## src/pkg/rxsds_pkg.sv

```systemverilog
// Package for the receive serializer_deserializer status and data registers.
// Assumes a byte-wide register port driven by the device's serial register interface.
package rxsds_pkg;
    localparam logic [7:0] RXSDS_ADDR_STATUS   = 8'h08;
    localparam logic [7:0] RXSDS_ADDR_DATA_A   = 8'h09;
    localparam logic [7:0] RXSDS_ADDR_VALID_A  = 8'h0a;
    localparam logic [7:0] RXSDS_ADDR_DATA_B   = 8'h0b;
    localparam logic [7:0] RXSDS_ADDR_ENABLE   = 8'h07;
    localparam logic [7:0] RXSDS_ADDR_CONTROL  = 8'h06;
    localparam logic [7:0] RXSDS_ADDR_MODE     = 8'h03;
    localparam int         RXSDS_BIT_FULL      = 0;
    localparam int         RXSDS_BIT_EOF       = 1;
    localparam int         RXSDS_BIT_FLOW      = 2;
    localparam int         RXSDS_BIT_VALID     = 3;
    localparam int         RXSDS_CH_B_OFFSET   = 4;
    localparam int         RXSDS_BIT_RX_EN     = 7;
    localparam int         RXSDS_BIT_TX_EN     = 6;
    localparam int         RXSDS_EN_UNDER      = 3;
    localparam int         RXSDS_EN_OVER       = 2;
    localparam logic [7:0] RXSDS_RESET_BYTE    = 8'h00;
    localparam logic [3:0] RXSDS_RESET_NIBBLE  = 4'h0;
    localparam logic [2:0] RXSDS_LAST_BIT      = 3'h7;
endpackage

```

## src/pkg/rxsds_evt_if.sv

```systemverilog
// Interface carrying one channel's per-cycle events to the status logic.
// Assumes a single clock; all signals are one-cycle pulses or levels.
`timescale 1ns/10ps
interface rxsds_evt_if;
    logic       load;
    logic       all_valid;
    logic       eof;
    logic [7:0] data;
    logic [7:0] mask;
    modport src (output load, output all_valid, output eof, output data, output mask);
    modport dst (input load, input all_valid, input eof, input data, input mask);
endinterface

```

## src/verilog/rxsds_regs.sv

```systemverilog
// Receive status, data and valid registers for two channels.
// Assumes a byte register port with one-cycle read and write strobes on core_clk_in.
`timescale 1ns/10ps
// Function
// RULE1: Valid flag set on holding load only when all eight bits valid.
// RULE2: Valid flags never feed the interrupt request.
// RULE3: Flow violation flag set on overflow or underflow of holding register.
// RULE4: Overflow is a load while previous byte remains unread.
// RULE5: Underflow is a host read of an empty holding register.
// RULE6: Reading status clears flow violation and end of frame of both channels.
// RULE7: End of frame after configured bit times without valid bits.
// RULE8: Full flag set whenever a byte enters the holding register.
// RULE9: Transfer on complete byte or end of frame, even if partial. A byte with no valid bit is not transferred.
// RULE10: Flags set regardless of interrupt enables, allowing polling.
// RULE11: Receive status reads zero unless receive enable is on.
// RULE12: Status register is read-only.
// RULE13: Data bit 0 is the first received bit, bit 7 the last.
// RULE14: Channel A data and valid registers are read-only.
// RULE15: Valid mask bit set means matching data bit valid.
// RULE16: Host may skip mask read when all-valid flag is set.
// RULE17: Zero end of frame length signals at first invalid bit.
// RULE18: Per-condition enables gate each channel condition onto the request.
// RULE19: Interrupt request asserted while any enabled pending flag is set.
module rxsds_regs (
    input  wire logic       core_clk_in,
    input  wire logic       reset_in,
    input  wire logic [7:0] reg_addr_in,
    input  wire logic [7:0] reg_wdata_in,
    input  wire logic       reg_write_in,
    input  wire logic       reg_read_in,
    input  wire logic [1:0] bit_strobe_in,
    input  wire logic [1:0] bit_valid_in,
    input  wire logic [1:0] bit_data_in,
    output logic      [7:0] reg_rdata_out,
    output logic      [7:0] data_b_out,
    output logic      [7:0] valid_b_out,
    output logic            irq_out
);
    typedef struct packed {
        logic [7:0] status;
        logic [7:0] data_a;
        logic [7:0] mask_a;
        logic [7:0] data_b;
        logic [7:0] mask_b;
        logic [1:0] unread;
        logic [1:0] over;
        logic [1:0] under;
        logic [7:0] enable;
        logic [7:0] eof_len;
        logic [7:0] mode;
        logic [7:0] rdata;
        logic       irq;
    } rxsds_regs_t;

    rxsds_regs_t st;
    rxsds_regs_t next_st;
    logic        rx_on;
    logic        rd_status;
    logic [1:0]  rd_data;

    rxsds_evt_if evt_a ();
    rxsds_evt_if evt_b ();

    assign rx_on = st.mode[rxsds_pkg::RXSDS_BIT_RX_EN];

    rxsds_chan u_chan_a (
        .core_clk_in   (core_clk_in),
        .reset_in      (reset_in),
        .rx_on_in      (rx_on),
        .bit_strobe_in (bit_strobe_in[0]),
        .bit_valid_in  (bit_valid_in[0]),
        .bit_data_in   (bit_data_in[0]),
        .eof_len_in    (st.eof_len),
        .evt           (evt_a)
    );

    rxsds_chan u_chan_b (
        .core_clk_in   (core_clk_in),
        .reset_in      (reset_in),
        .rx_on_in      (rx_on),
        .bit_strobe_in (bit_strobe_in[1]),
        .bit_valid_in  (bit_valid_in[1]),
        .bit_data_in   (bit_data_in[1]),
        .eof_len_in    (st.eof_len),
        .evt           (evt_b)
    );

    assign rd_status  = reg_read_in && reg_addr_in == rxsds_pkg::RXSDS_ADDR_STATUS;
    assign rd_data[0] = reg_read_in && reg_addr_in == rxsds_pkg::RXSDS_ADDR_DATA_A;
    assign rd_data[1] = reg_read_in && reg_addr_in == rxsds_pkg::RXSDS_ADDR_DATA_B;

    always_comb begin
        logic [1:0] load;
        logic [1:0] eof;
        logic [1:0] allv;
        logic [3:0] nib [2];
        logic [7:0] en_bits;
        logic       req;
        load    = {evt_b.load, evt_a.load};
        eof     = {evt_b.eof, evt_a.eof};
        allv    = {evt_b.all_valid, evt_a.all_valid};
        nib[0]  = st.status[3:0];
        nib[1]  = st.status[7:4];
        en_bits = st.enable;
        req     = 1'b0;
        next_st = st;

        // Control writes; status, data and valid addresses ignore writes [RULE12] [RULE14]
        if (reg_write_in) begin
            case (reg_addr_in)
                rxsds_pkg::RXSDS_ADDR_MODE: begin
                    next_st.mode = reg_wdata_in;
                end
                rxsds_pkg::RXSDS_ADDR_CONTROL: begin
                    next_st.eof_len = reg_wdata_in;
                end
                rxsds_pkg::RXSDS_ADDR_ENABLE: begin
                    next_st.enable = reg_wdata_in;
                end
                default: begin
                end
            endcase
        end

        // Clear on status read happens first so a same-cycle event still sets [RULE6]
        for (int c = 0; c < 2; c++) begin
            if (rd_status) begin
                nib[c][rxsds_pkg::RXSDS_BIT_FLOW] = 1'b0;
                nib[c][rxsds_pkg::RXSDS_BIT_EOF]  = 1'b0;
                next_st.over[c]  = 1'b0;
                next_st.under[c] = 1'b0;
            end
            if (rd_data[c]) begin
                next_st.unread[c] = 1'b0;
                // Reading an empty holding register [RULE5]
                if (!st.unread[c]) begin
                    nib[c][rxsds_pkg::RXSDS_BIT_FLOW] = 1'b1;
                    next_st.under[c] = 1'b1;
                end
            end
            if (load[c]) begin
                next_st.unread[c] = 1'b1;
                nib[c][rxsds_pkg::RXSDS_BIT_FULL]  = 1'b1;    // [RULE8]
                nib[c][rxsds_pkg::RXSDS_BIT_VALID] = allv[c]; // [RULE1] [RULE15]
                // New byte on top of an unread one [RULE4] [RULE3]
                if (st.unread[c] && !rd_data[c]) begin
                    nib[c][rxsds_pkg::RXSDS_BIT_FLOW] = 1'b1;
                    next_st.over[c] = 1'b1;
                end
            end
            if (eof[c]) begin
                nib[c][rxsds_pkg::RXSDS_BIT_EOF] = 1'b1;    // [RULE7]
            end
            if (rd_status && !load[c]) begin
                nib[c][rxsds_pkg::RXSDS_BIT_FULL] = 1'b0;
            end
        end
        if (load[0]) begin
            next_st.data_a = evt_a.data;    // [RULE13]
            next_st.mask_a = evt_a.mask;    // [RULE15]
        end
        if (load[1]) begin
            next_st.data_b = evt_b.data;
            next_st.mask_b = evt_b.mask;
        end
        // Flags set irrespective of enables, so polling works [RULE10]
        next_st.status = {nib[1], nib[0]};
        // Outside receive mode all receive status is forced to zero [RULE11]
        if (!next_st.mode[rxsds_pkg::RXSDS_BIT_RX_EN]) begin
            next_st.status = rxsds_pkg::RXSDS_RESET_BYTE;
            next_st.unread = 2'h0;
            next_st.over   = 2'h0;
            next_st.under  = 2'h0;
        end

        // Per-condition enables; the valid bits never take part [RULE18] [RULE2]
        for (int c = 0; c < 2; c++) begin
            req = req
                | (next_st.status[4*c+rxsds_pkg::RXSDS_BIT_FULL] & en_bits[4*c+rxsds_pkg::RXSDS_BIT_FULL])
                | (next_st.status[4*c+rxsds_pkg::RXSDS_BIT_EOF]  & en_bits[4*c+rxsds_pkg::RXSDS_BIT_EOF])
                | (next_st.over[c]  & en_bits[4*c+rxsds_pkg::RXSDS_EN_OVER])
                | (next_st.under[c] & en_bits[4*c+rxsds_pkg::RXSDS_EN_UNDER]);
        end
        next_st.irq = req;    // [RULE19]

        case (reg_addr_in)
            rxsds_pkg::RXSDS_ADDR_STATUS:  next_st.rdata = st.status;
            rxsds_pkg::RXSDS_ADDR_DATA_A:  next_st.rdata = st.data_a;
            rxsds_pkg::RXSDS_ADDR_VALID_A: next_st.rdata = st.mask_a;
            rxsds_pkg::RXSDS_ADDR_ENABLE:  next_st.rdata = st.enable;
            rxsds_pkg::RXSDS_ADDR_CONTROL: next_st.rdata = st.eof_len;
            rxsds_pkg::RXSDS_ADDR_MODE:    next_st.rdata = st.mode;
            default:                       next_st.rdata = rxsds_pkg::RXSDS_RESET_BYTE;
        endcase
        if (!reg_read_in) begin
            next_st.rdata = st.rdata;
        end
    end

    always_ff @(posedge core_clk_in) begin
        if (reset_in) begin
            st <= '0;
        end else begin
            st <= next_st;
        end
    end

    assign reg_rdata_out = st.rdata;
    assign data_b_out    = st.data_b;
    assign valid_b_out   = st.mask_b;
    assign irq_out       = st.irq;
endmodule

```

## src/verilog/rxsds_chan.sv

```systemverilog
// One channel receiver: assembles bits into a byte and detects end of frame.
// Assumes bit_strobe_in marks one bit time and comes from the same clock.
`timescale 1ns/10ps
module rxsds_chan (
    input  wire logic       core_clk_in,
    input  wire logic       reset_in,
    input  wire logic       rx_on_in,
    input  wire logic       bit_strobe_in,
    input  wire logic       bit_valid_in,
    input  wire logic       bit_data_in,
    input  wire logic [7:0] eof_len_in,
    rxsds_evt_if.src        evt
);
    typedef struct packed {
        logic [7:0] shift;
        logic [7:0] vmask;
        logic [2:0] pos;
        logic       any;
        logic       started;
        logic [7:0] gap;
        logic       load;
        logic       eof;
        logic [7:0] data;
        logic [7:0] mask;
    } rxsds_chan_t;

    rxsds_chan_t st;
    rxsds_chan_t next_st;

    always_comb begin
        next_st      = st;
        next_st.load = 1'b0;
        next_st.eof  = 1'b0;
        if (!rx_on_in) begin
            next_st = '0;
        end else if (bit_strobe_in) begin
            next_st.shift[st.pos] = bit_data_in & bit_valid_in;
            next_st.vmask[st.pos] = bit_valid_in;
            next_st.any           = st.any | bit_valid_in;
            next_st.pos           = st.pos + 3'h1;
            if (bit_valid_in) begin
                next_st.started = 1'b1;
                next_st.gap     = rxsds_pkg::RXSDS_RESET_BYTE;
            end else if (st.started) begin
                next_st.gap = st.gap + 8'h01;
            end
            // Gap exceeding the length ends the frame; zero length ends at first invalid bit [RULE7] [RULE17]
            if (!bit_valid_in && st.started && st.gap >= eof_len_in) begin
                next_st.eof     = 1'b1;
                next_st.started = 1'b0;
                next_st.gap     = rxsds_pkg::RXSDS_RESET_BYTE;
            end
            // Full byte or end of frame hands the byte over, partial or not, if any of its bits is valid [RULE9]
            if (st.pos == rxsds_pkg::RXSDS_LAST_BIT || next_st.eof) begin
                next_st.load  = next_st.any;
                next_st.data  = next_st.shift;
                next_st.mask  = next_st.vmask;
                next_st.shift = rxsds_pkg::RXSDS_RESET_BYTE;
                next_st.vmask = rxsds_pkg::RXSDS_RESET_BYTE;
                next_st.pos   = 3'h0;
                next_st.any   = 1'b0;
            end
        end
    end

    always_ff @(posedge core_clk_in) begin
        if (reset_in) begin
            st <= '0;
        end else begin
            st <= next_st;
        end
    end

    assign evt.load      = st.load;
    assign evt.eof       = st.eof;
    assign evt.data      = st.data;
    assign evt.mask      = st.mask;
    assign evt.all_valid = &st.mask;
endmodule

```

## config.mk

```make
export PLATFORM = sky130hd
export DESIGN_NAME = rxsds_regs
export DESIGN_NICKNAME = d
export VERILOG_FILES = /design/src/pkg/rxsds_pkg.sv /design/src/pkg/rxsds_evt_if.sv /design/src/verilog/rxsds_regs.sv /design/src/verilog/rxsds_chan.sv
export SDC_FILE = /design/constraint.sdc
export NUM_CORES = 1
export LEC_CHECK = 0
export BUFFER_PORTS_ARGS = -buffer_cell sky130_fd_sc_hd__buf_2
export CORE_MARGIN = 5
export CORE_UTILIZATION = 40
export DETAILED_ROUTE_END_ITERATION = 8
export GPL_ROUTABILITY_DRIVEN = 0
export PLACE_DENSITY = 0.67
export SYNTH_ARGS = -nofsm -noshare
export SYNTH_HDL_FRONTEND = slang
export SYNTH_SLANG_ARGS = --single-unit
```

## constraint.sdc

```tcl
create_clock -name core_clk_in -period 5.1 [get_ports core_clk_in]
set_input_delay 0.51 -clock core_clk_in [delete_from_list [all_inputs] [get_ports core_clk_in]]
set_output_delay 0.51 -clock core_clk_in [all_outputs]
set_load 0.05 [all_outputs]
```

# Word level (Yosys, flattened, before mapping)
# Index checks and enable logic that the tools add are counted.
[op_classes]
n_reduce_logical = 44
mux = 61
n_addsub = 4
n_eq_ne = 9
bitwise_logic = 25
magnitude_cmp = 6
[op_table]
columns = ["operator", "count"]
rows = [
  ["$mux W8", 6],
  ["$pmux W8 S6", 1],
  ["$mux W20", 2],
  ["$mux W1", 39],
  ["$bwmux W8", 4],
  ["$eq A8 B4 Y1 const B", 4],
  ["$mux W9", 2],
  ["$reduce_and A2 Y1", 9],
  ["$add A8 B1 Y8 const B", 2],
  ["$eq A8 B3 Y1 const B", 2],
  ["$ge A8 B8 Y1", 2],
  ["$reduce_and A8 Y1", 2],
  ["$logic_and A1 B1 Y1", 13],
  ["$and A1 B1 Y1", 10],
  ["$or A1 B1 Y1", 9],
  ["$eq A8 B2 Y1 const B", 1],
  ["$lt A3 B4 Y1 const B", 2],
  ["$reduce_bool A2 Y1", 4],
  ["$reduce_or A4 Y1", 2],
  ["$add A3 B1 Y3 const B", 2],
  ["$demux W1 S3", 2],
  ["$eq A3 B3 Y1 const B", 2],
  ["$ge A3 B1 Y1 const B", 2],
  ["$logic_not A1 Y1", 6],
  ["8 further kinds", 19],
]
[totals]
reg_bits = 173
elab_cells = 187
out_inout_bits = 25

# Depth between registers and ports, before layout
[depth]
depth_word = 16
depth_mapped = 10

# By module
# A second synthesis with hierarchy kept.
[unflattened]
hier_cells = 994
hier_area_um2 = 8704.6
[by_module_without_submodules]
columns = ["module", "area_each_um2", "n_inst", "cells_per_inst", "seq_area_each_um2"]
rows = [
  ["rxsds_regs", 3502.1, 1, 394, 1581.5],
  ["rxsds_chan at u_chan_a", 2645.0, 1, 297, 940.9],
  ["rxsds_chan at u_chan_b", 2557.5, 1, 303, 940.9],
]

# Worst setup path before layout
# OpenSTA, ideal clock, no wires.
[synth_timing]
path_kind = "reg-to-reg"
from = "reg u_chan_b.st[18] (netlist bit)"
to = "reg u_chan_b.st (netlist bit u_chan_b.evt.data[6])"
setup_time_ns = 0.138
arrival_ns = 2.181
n_path_buf = 2
path_slack_ns = 2.781
period_less_slack_ns = 2.319
path_stages_with_launch = 11
path_cell_list = "dfxtp_1 > inv_1 > ha_1 > nand2b_1 > a2111oi_0 > o211ai_1 > and3_1 > clkbuf_1 > clkbuf_1 > nor2_1 > a211oi_1"
[synth_between]
elab_chain_cells = 7
[synth_lines]
columns = ["element", "line_no", "source"]
rows = [
  ["start, declared", "rxsds_chan.sv:27", "rxsds_chan_t st;"],
  ["start signal, assigned", "rxsds_chan.sv:70", "st <= next_st;"],
  ["$ge A8 B8 Y1", "rxsds_chan.sv:48", "if (!bit_valid_in && st.started && st.gap >= eof_len_in) begin"],
  ["$logic_and A1 B1 Y1", "rxsds_chan.sv:48", ""],
  ["$mux W1", "rxsds_chan.sv:48", ""],
  ["$mux W1", "rxsds_chan.sv:36", "end else if (bit_strobe_in) begin"],
  ["$mux W1", "rxsds_chan.sv:34", "if (!rx_on_in) begin"],
  ["$logic_or A1 B1 Y1", "rxsds_chan.sv:54", "if (st.pos == rxsds_pkg::RXSDS_LAST_BIT || next_st.eof) begin"],
  ["$reduce_and A2 Y1 (no source line)", "n/a", ""],
]
# No other way between the ends. The select of a mux whose other input is x is not followed.
# A chain may end at the register's enable or synchronous reset.

# Worst setup path in the final report
[layout_timing]
from = "reg u_chan_b.st[18] (netlist bit)"
to = "reg u_chan_b.st (netlist bit u_chan_b.evt.data[3])"
# Same word-level chain as after synthesis.

==> metrics <==
CTS Sinks=173; num rows=51; total power draw=2.73 mW; Final Setup Violations=0; synth-to-layout area growth=10.6%; number of synthesized flops with an enable pin=0; Synth top area share=43.4%; Rel. slew slack=25.6%; max cap viols=0; first-pass GRT wire length=31000 µm; H-tree depth=4; total CTS buffers=17; Fin. Hold Viols=0; clk_lat worst skew=0.43 ns; Final Hold Slack=0.381 ns; register area share after synthesis=43.4%; layout cell share with drive strength beyond 1=10.7%; Reg power frac=49.6%; Achievable Freq=353 MHz; die area=22900 µm²; Synth async-reset ratio=0%; CTS tree=yes; CTS Buffer Depth=2; HP Class=in -> reg; Worst Setup End Kind=flop; hpwl dp=13100 µm; Core ar.=19600 µm²; CP required=5.36 ns; vias per inst=5.38; Worst Clk Skew=0.0110 ns; critical-path cell list=inv_1 -> ha_1 -> nand2b_1 -> a2111oi_0 -> o211ai_1 -> and3_1 -> nor2_1 -> a211oi_1; Setup Fix Bufs, Post-CTS=0; Top Ports=51; effective utilization at floorplan=40.8%; initial antenna violation count=0; logic gate share of total power=3.1%; net switching power=608 µW; pwr/cell area=310 nW/µm²; IO Port Bufs=50; Slowest-stage cell, CP=and3_1; ranking of synthesized cells by area=dfxtp_1 43%, mux2i_1 10%, nor2_1 6.4%; NumNets Final=967; fin. max-slew vios=0; Initial DRT Pass Iterations=5; sw frac=22.2%; library cells used by synthesis=56; post-synth top area cell=dfxtp_1; Residual DRC=0; startpoint type of the worst setup path=flop; setup tns final=0 ns; Syn Area/Cell=8.67 µm²; crit path DAT=3.09 ns; status=completed; Cell Area, Synth=7990 µm²; Peak VDD IR=0.000180 V; cts hold-fix bufs=0; total grt overflow=0; Internal=2.13 mW; Die Width=151 µm; largest net degree at the start of global routing=66; worst-path fanout max=33; CTS clk-pin slew, worst paths=0.06 ns; max incr delay on CP=0.60 ns; CP Class=reg -> reg; number of diodes=0; post-route ant nets=0; final WL=18800 µm; min Tclk post-route=2.83 ns; RSZ-0062 raised after global routing=no; via count=6445; Static Leak=3.14 nW; #FFs+latches synth=173; Root Driver=clkbuf_16; Total GRT Usage=16.9%; clock network power share=47.3%; FILL cells=1883; WL/cell=15.7 µm; CTS resizes=0; measured slew at the worst slew-check pin=1.11 ns; Syn Inst Count=921; Synth Flop Type=dfxtp_1; Die Y=151 µm; Tcrit/Tclk final=55.5%; Yosys warnings=0; vias in the first global route=5945; Mapped Nets=969; 1st-iter DRT viols=539
-- cells in the final DEF (no fill, tap or decap), types with 8 or more instances in the layout --
cell,count
a211oi_1,19
a21oi_1,75
a311oi_1,18
buf_2,50
buf_4,8
clkbuf_16,17
dfxtp_1,173
ha_1,22
inv_1,25
mux2i_1,82
nand2_1,67
nand3_1,45
nand4_1,9
nor2_1,136
nor3_1,19
o21ai_0,38
o2bb2ai_1,18
-- stage by stage --
step	instances	utilization [%]	worst slack, ns	instance area, µm²
CTS	1197	45.1	2.26	8830
detailed placement	1165	42.0	2.23	8240
global route	1197	45.1	1.93	8830
global placement	1165	42.0	2.27	8240
finish	1197	45.1	2.27	8830
floorplan	921	-	2.78	7990
-- registers in the layout (all words and copies together) (netlist names), 8 cells and up --
register,flops
data_b_out,8
reg_rdata_out,8
st,53
u_chan_a.evt.data,8
u_chan_a.evt.mask,8
u_chan_a.st,29
u_chan_b.evt.data,8
u_chan_b.evt.mask,8
u_chan_b.st,29
valid_b_out,8
-- power groups by stage --
stage / Sequential [mW] / Combinational (mW) / Clock, mW
2_1_floorplan: 1.39 / 0.0586 / 0
3_3_place_gp: 1.39 / 0.0837 / 0
3_5_place_dp: 1.39 / 0.0845 / 0
4_1_cts: 1.36 / 0.0847 / 1.32
5_1_grt: 1.36 / 0.0916 / 1.38
6_report: 1.36 / 0.0847 / 1.29
-- routing by layer --
| layer | global-route usage, % | vias to the layer above | share of wire, % |
|---|---|---|---|
| met5 | 0 | - | 0 |
| met3 | 3.08 | 16 | 4.5 |
| met4 | 5.26 | 0 | 1.3 |
| met2 | 25.5 | 142 | 44 |
| li1 | - | 3261 | - |
| met1 | 24.3 | 3026 | 50 |
-- final timing paths --
check / start / to / slack, ns / cells past startpoint
worst min register to register: u_chan_a.evt.data[0] / u_chan_a.evt.data[0] / 0.47 / 1
worst max register to register: u_chan_b.st[18] / u_chan_b.evt.data[3] / 2.27 / 8
worst max-delay path: u_chan_b.st[18] / u_chan_b.evt.data[3] / 2.27 / 8
worst min-delay path: reg_wdata_in[4] / st[21] / 0.38 / 3
-- logic make-up after synthesis --
| family | count (synthesis) | share of synthesized area (%) |
|---|---|---|
| compound gates | 213 | 17.3 |
| simple gates | 312 | 17.7 |
| xor+xnor | 12 | 1.32 |
| fa+ha+maj | 22 | 3.45 |
| mux | 85 | 10.7 |
| buf+inv | 104 | 6.16 |
| flops | 173 | 43.4 |
-- worst max-delay path, delay by kind of cell, from the launching register on --
kind | cells | cell delay [ns]
AND/OR/NAND/NOR | 3 | 0.96
flip-flops | 1 | 0.40
adder cells (fa/ha/maj) | 1 | 0.26
buffers and inverters | 1 | 0.06
AO/OA/AOI/OAI | 3 | 0.97
-- final cells by class --
| cell class | instances | area (µm²) | area share [%] |
|---|---|---|---|
| timing repair buffer | 58 | 310 | 3.51 |
| clock inverter | 12 | 135 | 1.53 |
| sequential | 173 | 3460 | 39.2 |
| multi-input combinational | 644 | 4040 | 45.7 |
| tap | 265 | 332 | 3.76 |
| inverter | 25 | 93.8 | 1.06 |
| clock buffer | 20 | 457 | 5.17 |
-- cell usage after synthesis, types with 6 or more instances --
cell,n
a21o_1,6
ha_1,22
and3_1,6
o21ai_0,38
a311oi_1,18
nand2_1,67
nor3_1,20
buf_1,8
inv_1,25
xnor2_1,6
nor2_1,136
a21oi_1,75
a211oi_1,19
mux2i_1,82
o2bb2ai_1,18
xor2_1,6
nand3_1,45
buf_4,24
nor2b_1,6
nand4_1,9
clkbuf_1,43
dfxtp_1,173
Note: power is estimated with default switching activity, not from simulation.
